===== src/rtl/hpb_pkg.sv =====
package hpb_pkg;

    // Register byte offsets on the plain register port.
    localparam logic [7:0] HPB_OFS_CMD = 8'h62;
    localparam logic [7:0] HPB_OFS_RETRY = 8'h63;
    localparam logic [7:0] HPB_OFS_ECTL_LO = 8'h64;
    localparam logic [7:0] HPB_OFS_ECTL_HI = 8'h65;
    localparam logic [7:0] HPB_OFS_ESTAT = 8'h66;

    // Values after reset.
    localparam logic [7:0] HPB_RST_CMD = 8'h00;
    localparam logic [7:0] HPB_RST_RETRY = 8'h02;
    localparam logic [15:0] HPB_RST_ECTL = 16'h0000;
    localparam logic [7:0] HPB_RST_ESTAT = 8'h00;

    // Implemented bits; reserved bits read as zero.
    localparam logic [15:0] HPB_ECTL_MASK = 16'h01B7;

    // Bridge command fields.
    localparam int HPB_CMD_LAT = 7;
    localparam int HPB_CMD_DEFHF = 6;
    localparam int HPB_CMD_SYNHF = 5;
    localparam int HPB_CMD_HLOCK = 4;
    localparam int HPB_CMD_PLOCK = 3;
    localparam int HPB_CMD_SHUT = 2;
    localparam int HPB_CMD_RCRIT = 1;
    localparam int HPB_CMD_DEFMODE = 0;

    // Error control fields.
    localparam int HPB_ECTL_MA_SERR = 8;
    localparam int HPB_ECTL_MA_HARD = 7;
    localparam int HPB_ECTL_DPAR = 5;
    localparam int HPB_ECTL_APAR = 4;
    localparam int HPB_ECTL_TA = 2;
    localparam int HPB_ECTL_ECC1 = 1;
    localparam int HPB_ECTL_ECC2 = 0;

    // Error status fields.
    localparam int HPB_ESTAT_DPAR = 5;
    localparam int HPB_ESTAT_APAR = 4;
    localparam int HPB_ESTAT_ECC1 = 1;
    localparam int HPB_ESTAT_ECC2 = 0;

    // Standard status set pulses: index 3..0 stand for bits 15..12.
    localparam int HPB_STD_DPE = 3;
    localparam int HPB_STD_SSE = 2;
    localparam int HPB_STD_RMA = 1;
    localparam int HPB_STD_RTA = 0;

    localparam logic [15:0] HPB_SHUTDOWN_PORT = 16'h0092;

    typedef enum logic [1:0] {
        HPB_PC_FWD = 2'h0,
        HPB_PC_SPECIAL = 2'h1,
        HPB_PC_IOWR = 2'h2
    } hpb_pcmd_t;

    typedef enum logic [2:0] {
        HPB_IDLE = 3'h1,
        HPB_ISSUE = 3'h2,
        HPB_WAIT = 3'h4
    } hpb_fsm_t;

    typedef struct packed {
        logic stall;
        logic deferred;
        logic defer_retry;
        logic snoop_defer;
        logic reply_valid;
        logic reply_hard;
        logic defer_reply;
        logic pci_issue;
        hpb_pcmd_t pci_kind;
        logic [15:0] pci_io_addr;
        logic pci_lock;
        logic host_lock;
        logic lat_bound;
        logic [3:0] std_set;
        logic sys_err_n;
        logic [7:0] rdata;
    } hpb_out_t;

    typedef struct packed {
        hpb_fsm_t state;
        logic [7:0] cmd;
        logic [7:0] retry_lim;
        logic [15:0] ectl;
        logic [7:0] estat;
        logic [7:0] retry_cnt;
        hpb_pcmd_t kind;
        hpb_out_t o;
    } hpb_state_t;

endpackage


===== src/rtl/hpb_bridge.sv =====
`timescale 1ns/1ns
// Behaviour
// - Latency bound on later data phases when its bit and delayed transactions are set.
// - Deferred mode hard-failure reply asserts snoop defer strobe only when enabled.
// - Synchronous mode hard-failure reply asserts snoop defer strobe only when enabled.
// - Host lock is carried to PCI only when host-lock forwarding is set.
// - PCI lock is carried to the host only when PCI-lock forwarding is set.
// - Shutdown becomes I/O write to port 92 if enabled, else special cycle.
// - Defer-retry on outbound full, or on both queues full when criterion set.
// - Synchronous mode stalls in snoop phase; deferred mode defers and replies later.
// - Reissue retried command up to the limit, then abort and end host cycle.
// - Escalated master abort sets status 14 and 13 and drives system error.
// - Unescalated master abort replies normal or hard failure per reply-select bit.
// - Enabled data parity error sets local bit, status 15, system error.
// - Enabled address parity error sets local bit, status 15, system error.
// - Target abort replies normal; if escalated sets status 14, 12 and system error.
// - Enabled single-bit ECC error sets status 14, local bit, system error.
// - Enabled multi-bit ECC error sets status 14, local bit, system error.
// - Error status is write-one-to-clear; zero writes leave bits alone.
module hpb_bridge
    import hpb_pkg::*;
(
    input wire logic CORE_CLK,
    input wire logic SRST,
    input wire logic [7:0] REG_ADDR,
    input wire logic [7:0] REG_WDATA,
    input wire logic REG_WR,
    input wire logic REG_RD,
    output logic [7:0] REG_RDATA,
    input wire logic HOST_REQ,
    input wire logic HOST_LOCK,
    input wire logic HOST_SHUTDOWN,
    input wire logic OBQ_FULL,
    input wire logic IBQ_FULL,
    input wire logic PCI_DONE,
    input wire logic PCI_RETRY,
    input wire logic PCI_MASTER_ABORT,
    input wire logic PCI_TARGET_ABORT,
    input wire logic PCI_LOCK_IN,
    input wire logic DT_ENABLE,
    input wire logic SERR_ENABLE,
    input wire logic DATA_PAR_ERR,
    input wire logic ADDR_PAR_ERR,
    input wire logic ECC_SINGLE_ERR,
    input wire logic ECC_MULTI_ERR,
    output logic SNOOP_STALL,
    output logic HOST_DEFERRED,
    output logic HOST_DEFER_RETRY,
    output logic SNOOP_DEFER_STROBE,
    output logic REPLY_VALID,
    output logic HOST_REPLY_HARD,
    output logic DEFER_REPLY,
    output logic PCI_ISSUE,
    output hpb_pcmd_t PCI_CMD_KIND,
    output logic [15:0] PCI_IO_ADDR,
    output logic PCI_LOCK_OUT,
    output logic HOST_LOCK_OUT,
    output logic LATENCY_BOUND,
    output logic [3:0] STD_STATUS_SET,
    output logic SYSTEM_ERROR_LINE_N
);

    hpb_state_t r_reg;
    hpb_state_t r_next;
    logic crit;
    logic accept;
    logic wait_st;

    // A full outbound queue would deadlock the host, so the head is pushed back.
    assign crit = r_reg.cmd[HPB_CMD_RCRIT] ? (OBQ_FULL && IBQ_FULL) : OBQ_FULL;
    assign accept = (r_reg.state == HPB_IDLE) && HOST_REQ && !crit;
    assign wait_st = (r_reg.state == HPB_WAIT);

    always_comb begin
        logic [3:0] std_set;
        logic [7:0] stat_set;
        logic serr_req;
        logic reply;
        logic hard;
        std_set = 4'h0;
        stat_set = 8'h00;
        serr_req = 1'b0;
        reply = 1'b0;
        hard = 1'b0;
        r_next = r_reg;
        r_next.o.deferred = 1'b0;
        r_next.o.defer_retry = 1'b0;
        r_next.o.snoop_defer = 1'b0;
        r_next.o.reply_valid = 1'b0;
        r_next.o.reply_hard = 1'b0;
        r_next.o.defer_reply = 1'b0;
        r_next.o.pci_issue = 1'b0;
        r_next.o.rdata = 8'h00;

        if (REG_WR) begin
            case (REG_ADDR)
                HPB_OFS_CMD: r_next.cmd = REG_WDATA;
                HPB_OFS_RETRY: r_next.retry_lim = REG_WDATA;
                HPB_OFS_ECTL_LO: r_next.ectl[7:0] = REG_WDATA & HPB_ECTL_MASK[7:0];
                HPB_OFS_ECTL_HI: r_next.ectl[15:8] = REG_WDATA & HPB_ECTL_MASK[15:8];
                HPB_OFS_ESTAT: r_next.estat = r_reg.estat & ~REG_WDATA;
                default: r_next.cmd = r_reg.cmd;
            endcase
        end
        if (REG_RD) begin
            case (REG_ADDR)
                HPB_OFS_CMD: r_next.o.rdata = r_reg.cmd;
                HPB_OFS_RETRY: r_next.o.rdata = r_reg.retry_lim;
                HPB_OFS_ECTL_LO: r_next.o.rdata = r_reg.ectl[7:0];
                HPB_OFS_ECTL_HI: r_next.o.rdata = r_reg.ectl[15:8];
                HPB_OFS_ESTAT: r_next.o.rdata = r_reg.estat;
                default: r_next.o.rdata = 8'h00;
            endcase
        end

        if (DATA_PAR_ERR && r_reg.ectl[HPB_ECTL_DPAR]) begin
            stat_set[HPB_ESTAT_DPAR] = 1'b1;
            std_set[HPB_STD_DPE] = 1'b1;
            serr_req = 1'b1;
        end
        if (ADDR_PAR_ERR && r_reg.ectl[HPB_ECTL_APAR]) begin
            stat_set[HPB_ESTAT_APAR] = 1'b1;
            std_set[HPB_STD_DPE] = 1'b1;
            serr_req = 1'b1;
        end
        if (ECC_SINGLE_ERR && r_reg.ectl[HPB_ECTL_ECC1]) begin
            stat_set[HPB_ESTAT_ECC1] = 1'b1;
            std_set[HPB_STD_SSE] = 1'b1;
            serr_req = 1'b1;
        end
        if (ECC_MULTI_ERR && r_reg.ectl[HPB_ECTL_ECC2]) begin
            stat_set[HPB_ESTAT_ECC2] = 1'b1;
            std_set[HPB_STD_SSE] = 1'b1;
            serr_req = 1'b1;
        end

        case (r_reg.state)
            HPB_IDLE: begin
                if (HOST_REQ && crit) begin
                    r_next.o.defer_retry = 1'b1;
                end else if (accept) begin
                    r_next.retry_cnt = 8'h00;
                    // Synchronous mode holds the snoop phase; deferred mode lets it go.
                    r_next.o.stall = !r_reg.cmd[HPB_CMD_DEFMODE];
                    r_next.o.deferred = r_reg.cmd[HPB_CMD_DEFMODE];
                    r_next.o.pci_lock = HOST_LOCK && r_reg.cmd[HPB_CMD_HLOCK];
                    if (!HOST_SHUTDOWN) begin
                        r_next.kind = HPB_PC_FWD;
                    end else if (r_reg.cmd[HPB_CMD_SHUT]) begin
                        r_next.kind = HPB_PC_IOWR;
                    end else begin
                        r_next.kind = HPB_PC_SPECIAL;
                    end
                    r_next.state = HPB_ISSUE;
                end
            end
            HPB_ISSUE: begin
                r_next.o.pci_issue = 1'b1;
                r_next.o.pci_kind = r_reg.kind;
                r_next.o.pci_io_addr = (r_reg.kind == HPB_PC_IOWR) ? HPB_SHUTDOWN_PORT : 16'h0000;
                r_next.state = HPB_WAIT;
            end
            HPB_WAIT: begin
                if (PCI_DONE) begin
                    reply = 1'b1;
                end else if (PCI_RETRY) begin
                    if (r_reg.retry_cnt < r_reg.retry_lim) begin
                        r_next.retry_cnt = r_reg.retry_cnt + 8'h01;
                        r_next.state = HPB_ISSUE;
                    end else begin
                        reply = 1'b1;
                        hard = 1'b1;
                    end
                end else if (PCI_MASTER_ABORT) begin
                    reply = 1'b1;
                    if (r_reg.ectl[HPB_ECTL_MA_SERR]) begin
                        std_set[HPB_STD_SSE] = 1'b1;
                        std_set[HPB_STD_RMA] = 1'b1;
                        serr_req = 1'b1;
                    end else begin
                        hard = r_reg.ectl[HPB_ECTL_MA_HARD];
                    end
                end else if (PCI_TARGET_ABORT) begin
                    reply = 1'b1;
                    if (r_reg.ectl[HPB_ECTL_TA]) begin
                        std_set[HPB_STD_SSE] = 1'b1;
                        std_set[HPB_STD_RTA] = 1'b1;
                        serr_req = 1'b1;
                    end
                end
            end
            default: r_next.state = HPB_IDLE;
        endcase

        if (reply) begin
            r_next.state = HPB_IDLE;
            r_next.o.stall = 1'b0;
            r_next.o.pci_lock = 1'b0;
            r_next.o.reply_valid = 1'b1;
            r_next.o.reply_hard = hard;
            r_next.o.defer_reply = r_reg.cmd[HPB_CMD_DEFMODE];
            if (r_reg.cmd[HPB_CMD_DEFMODE]) begin
                r_next.o.snoop_defer = hard && r_reg.cmd[HPB_CMD_DEFHF];
            end else begin
                r_next.o.snoop_defer = hard && r_reg.cmd[HPB_CMD_SYNHF];
            end
        end

        // New events are merged after the clear so that a set wins.
        r_next.estat = r_next.estat | stat_set;
        r_next.o.std_set = std_set;
        r_next.o.sys_err_n = !(serr_req && SERR_ENABLE);
        r_next.o.host_lock = PCI_LOCK_IN && r_reg.cmd[HPB_CMD_PLOCK];
        // Only meaningful with delayed transactions on; a misset bit alone is ignored.
        r_next.o.lat_bound = r_reg.cmd[HPB_CMD_LAT] && DT_ENABLE;
    end

    always_ff @(posedge CORE_CLK) begin
        if (SRST) begin
            r_reg <= '0;
            r_reg.state <= HPB_IDLE;
            r_reg.cmd <= HPB_RST_CMD;
            r_reg.retry_lim <= HPB_RST_RETRY;
            r_reg.ectl <= HPB_RST_ECTL;
            r_reg.estat <= HPB_RST_ESTAT;
            r_reg.o.sys_err_n <= 1'b1;
        end else begin
            r_reg <= r_next;
        end
    end

    assign REG_RDATA = r_reg.o.rdata;
    assign SNOOP_STALL = r_reg.o.stall;
    assign HOST_DEFERRED = r_reg.o.deferred;
    assign HOST_DEFER_RETRY = r_reg.o.defer_retry;
    assign SNOOP_DEFER_STROBE = r_reg.o.snoop_defer;
    assign REPLY_VALID = r_reg.o.reply_valid;
    assign HOST_REPLY_HARD = r_reg.o.reply_hard;
    assign DEFER_REPLY = r_reg.o.defer_reply;
    assign PCI_ISSUE = r_reg.o.pci_issue;
    assign PCI_CMD_KIND = r_reg.o.pci_kind;
    assign PCI_IO_ADDR = r_reg.o.pci_io_addr;
    assign PCI_LOCK_OUT = r_reg.o.pci_lock;
    assign HOST_LOCK_OUT = r_reg.o.host_lock;
    assign LATENCY_BOUND = r_reg.o.lat_bound;
    assign STD_STATUS_SET = r_reg.o.std_set;
    assign SYSTEM_ERROR_LINE_N = r_reg.o.sys_err_n;
endmodule


===== config.mk =====
export PLATFORM = sky130hd
export DESIGN_NAME = hpb_bridge
export DESIGN_NICKNAME = d
export VERILOG_FILES = /design/src/rtl/hpb_pkg.sv /design/src/rtl/hpb_bridge.sv
export SDC_FILE = /design/constraint.sdc
export NUM_CORES = 1
export LEC_CHECK = 0
export BUFFER_PORTS_ARGS = -buffer_cell sky130_fd_sc_hd__buf_2
export CAP_MARGIN = 15
export CORE_MARGIN = 2
export CORE_UTILIZATION = 35
export CTS_BUF_LIST = sky130_fd_sc_hd__clkbuf_16
export CTS_CLUSTER_SIZE = 10
export DETAILED_ROUTE_END_ITERATION = 6
export PLACE_DENSITY = 0.57
export REMOVE_ABC_BUFFERS = 1
export SETUP_SLACK_MARGIN = 0.1
export SLEW_MARGIN = 30
export SYNTH_ARGS = -nofsm -noshare
export SYNTH_HDL_FRONTEND = slang
export SYNTH_SLANG_ARGS = --single-unit

===== constraint.sdc =====
create_clock -name CORE_CLK -period 2.29 [get_ports CORE_CLK]
set_input_delay 0.458 -clock CORE_CLK [delete_from_list [all_inputs] [get_ports CORE_CLK]]
set_output_delay 0.458 -clock CORE_CLK [all_outputs]
set_load 0.02 [all_outputs]

==> flow_summary.toml <==
[outcome]
status = "completed"

[clocking]
htreeDepth = 3
numCtsBuffers = 9
clock-root-buffer = "clkbuf_16"
clock_sinks = 71
cts_buffer_depth = 2
clk_latency_ns = 0.33
clk_pin_slew_ns = 0.06
cts_tree = "yes"

[final_layout]
final_common_cell = "dfxtp_1"
n_fill_cell = 926
utilization_pct = 43.07
nets = 464
syn_to_final_growth_pct = 19.12
largest_reg_flops = 44
stdcell_count = 554
seqCellArea_mm2 = 0.001421
antenna_cells = 0
layout-drive-gt1-share_pct = 24.94
layout_common_cells = "71 x dfxtp_1, 64 x buf_2, 41 x nor2_1"
multi_input_area_mm2 = 0.001678

[drt]
firstDrtPassIters = 5
finalWirelength_um = 8200
drcViolationCount = 0
ant_nets = 0
wl_per_cell_um = 14.80
num_vias = 2727
post_drt_via_cell_ratio = 4.922
drt_iter0_markers = 164

[timing]
period_share_pct = 86.56
finalClockSkew_ns = 0.006121
hold_viol = 0
slew_headroom_pct = 61.44
tns_ns = 0
worst_pin_slew_ns = 0.5709
finalSetupViolCount = 0
rsz0062_at_grt = "false"
max_freq_ghz = 0.5045
holdWs_ns = 0.2966
period_minus_slack_ns = 1.982
slew_viol_final = 0

[synth]
synth_cells = 366
ys_seq_elements = 71
synth_area_mm2 = 0.003357
synth_cell_types = 49
postSynthAreaPerCell_um2 = 9.172
synthArstFlopShare_pct = 0
yosys_warnings = 0
synth_flop_cell = "dfxtp_1"
synth-edff-count = 0
ys_seq_area_share_pct = 42.34

[global_routing]
grt_pass1_wl_um = 12880
grt_pass1_vias = 2442
antenna_found_initial = 0
grt_max_degree = 28
gr-total-overflow = 0
grt.total_usage_pct = 16.16

[setup_path]
slowest_stage = "dfxtp_1"
crit_chain = "ha_1 -> a21oi_1 -> o2111ai_4 -> a2111oi_4 -> xnor2_1 -> nor3_2"
reg2reg_slack_ns = 0.31
r2r_start = "r_reg[49]"
cp_data_arrival_time_ns = 2.19
required_ns = 2.50
reg2reg_to = "r_reg[50]"
max_stage_delay_ns = 0.41
critPathCapture = "r_reg[50]"
cp-end-kind = "flop"
cp-start-kind = "flop"
reg2reg_depth = 6
critPathKind = "flop to flop"
path_max_fanout = 5
critPathLaunch = "r_reg[49]"

[pwr]
ir_drop_mv = 0.3537
p_switching_w = 0.0006574
p_comb_share_pct = 5.4
sequentialPowerShare_pct = 44.6
pwr-share-clk_pct = 50.0
swShare_pct = 23.56
p_leak_nw = 1.695
p_int_w = 0.002133
powerDensity_mw_per_mm2 = 697.9

[min_path]
worst_hold_path_type = "input port to flop"
min_path_cells = 2

[floorplanning]
dieHeight_um = 101.9
io_pins = 78
die_area_mm2 = 0.01039
die_w_um = 101.9
core_area_mm2 = 0.009284
rows = 35
start_util_pct = 36.16

[flow_run]
cap_violations = 0

[placement]
gp_congestion = 0.8801
place_inst = 538
port_buffers = 64
hpwl_um = 6090
-- what timing repair did --
action,in CTS,in global routing
buffers inserted,0,0
endpoints found under the setup margin,0,10
hold buffers,0,0
gates resized for setup,0,5
-- worst min path at each step --
stage / startpoint / end / slack, ns
floorplan: r_reg[54] / r_reg[54] / 0.41
global placement: r_reg[54] / r_reg[54] / 0.42
detailed placement: r_reg[54] / r_reg[54] / 0.43
CTS: SERR_ENABLE / SYSTEM_ERROR_LINE_N / 0.29
global route: SERR_ENABLE / SYSTEM_ERROR_LINE_N / 0.30
finish: SERR_ENABLE / SYSTEM_ERROR_LINE_N / 0.30
-- cell type report --
cell class	instances	share of cell area [%]
Tap cell	129	4.036
Multi-Input combinational cell	252	41.96
Timing Repair Buffer	74	9.887
Inverter	12	1.126
Sequential cell	71	35.54
Clock inverter	7	1.815
Clock buffer	9	5.632
-- metal layers --
metal  wire length, µm  GRT usage (%)  vias up
met5                 0              0        -
met3               440          3.762        7
met2              3694          23.94       79
li1                  -              -     1366
met4                92          5.538        0
met1              3973          23.09     1275
-- critical path: cells and delay by family, from the launching register on --
kind / cells / cell delay (ns)
adders and majority gates: 1 / 0.27
DFF: 1 / 0.41
AOI/OAI and AO/OA: 3 / 0.96
and+or+nand+nor: 1 / 0.05
xor gates and xnor gates: 1 / 0.17
-- kinds of logic after synthesis --
group	share of synthesized area, %
adder cells (fa/ha/maj)	2.982
other	0.1117
multiplexers	9.430
AO/OA/AOI/OAI	15.99
AND/OR/NAND/NOR	18.52
XOR/XNOR	1.044
flip-flops	42.34
buffers and inverters	9.579
-- stage by stage --
step	area, µm²	setup slack (ns)	total power, W
6_report	3999	0.3079	0.002791
5_1_grt	3999	0.1540	0.002910
4_1_cts	3980	0.1105	0.002827
3_5_place_dp	3682	0.1373	0.001422
3_3_place_gp	3682	0.2240	0.001422
2_1_floorplan	3126	0.3576	0.001333
-- synthesized netlist by cell type, types with 2 or more instances --
master      n  area share (%)
xnor2_1     3            0.78
o211ai_1    2            0.45
a211oi_1    3            0.67
ha_1        8             3.0
buf_2       2            0.30
and4_1      2            0.52
nor2b_1     7             1.3
nor3_1      8             1.2
mux2i_1    26             7.8
a22oi_1     5             1.1
a22o_1      6             1.6
a311oi_1    4             1.0
nand2b_1    4            0.75
nor3_2      2            0.60
nor2_1     41             4.6
inv_1      12             1.3
clkbuf_1    6            0.67
o41ai_1     2            0.52
a31oi_1     2            0.37
nand4_1     3            0.56
nand4bb_1   2            0.67
nand2_1    31             3.5
o21ai_0     7             1.0
buf_4      30             6.7
o21a_1      2            0.45
a21o_1      3            0.67
buf_1       5            0.56
nor4_1      2            0.37
a2111oi_4   2             1.6
and3_1      4            0.75
dfxtp_1    71              42
a21oi_1    28             4.2
nand3_1     7             1.0
nand3b_1    5             1.1
mux2_2      5             1.7
-- power by group through the flow --
stage,logic [W],clock network [W],registers (W)
2_1_floorplan,0.0000587,0,0.00127
3_3_place_gp,0.000149,0,0.00127
3_5_place_dp,0.000148,0,0.00127
4_1_cts,0.000149,0.00143,0.00125
5_1_grt,0.000164,0.00150,0.00125
6_report,0.000150,0.00139,0.00125
Power figures use the tool's default switching activity.
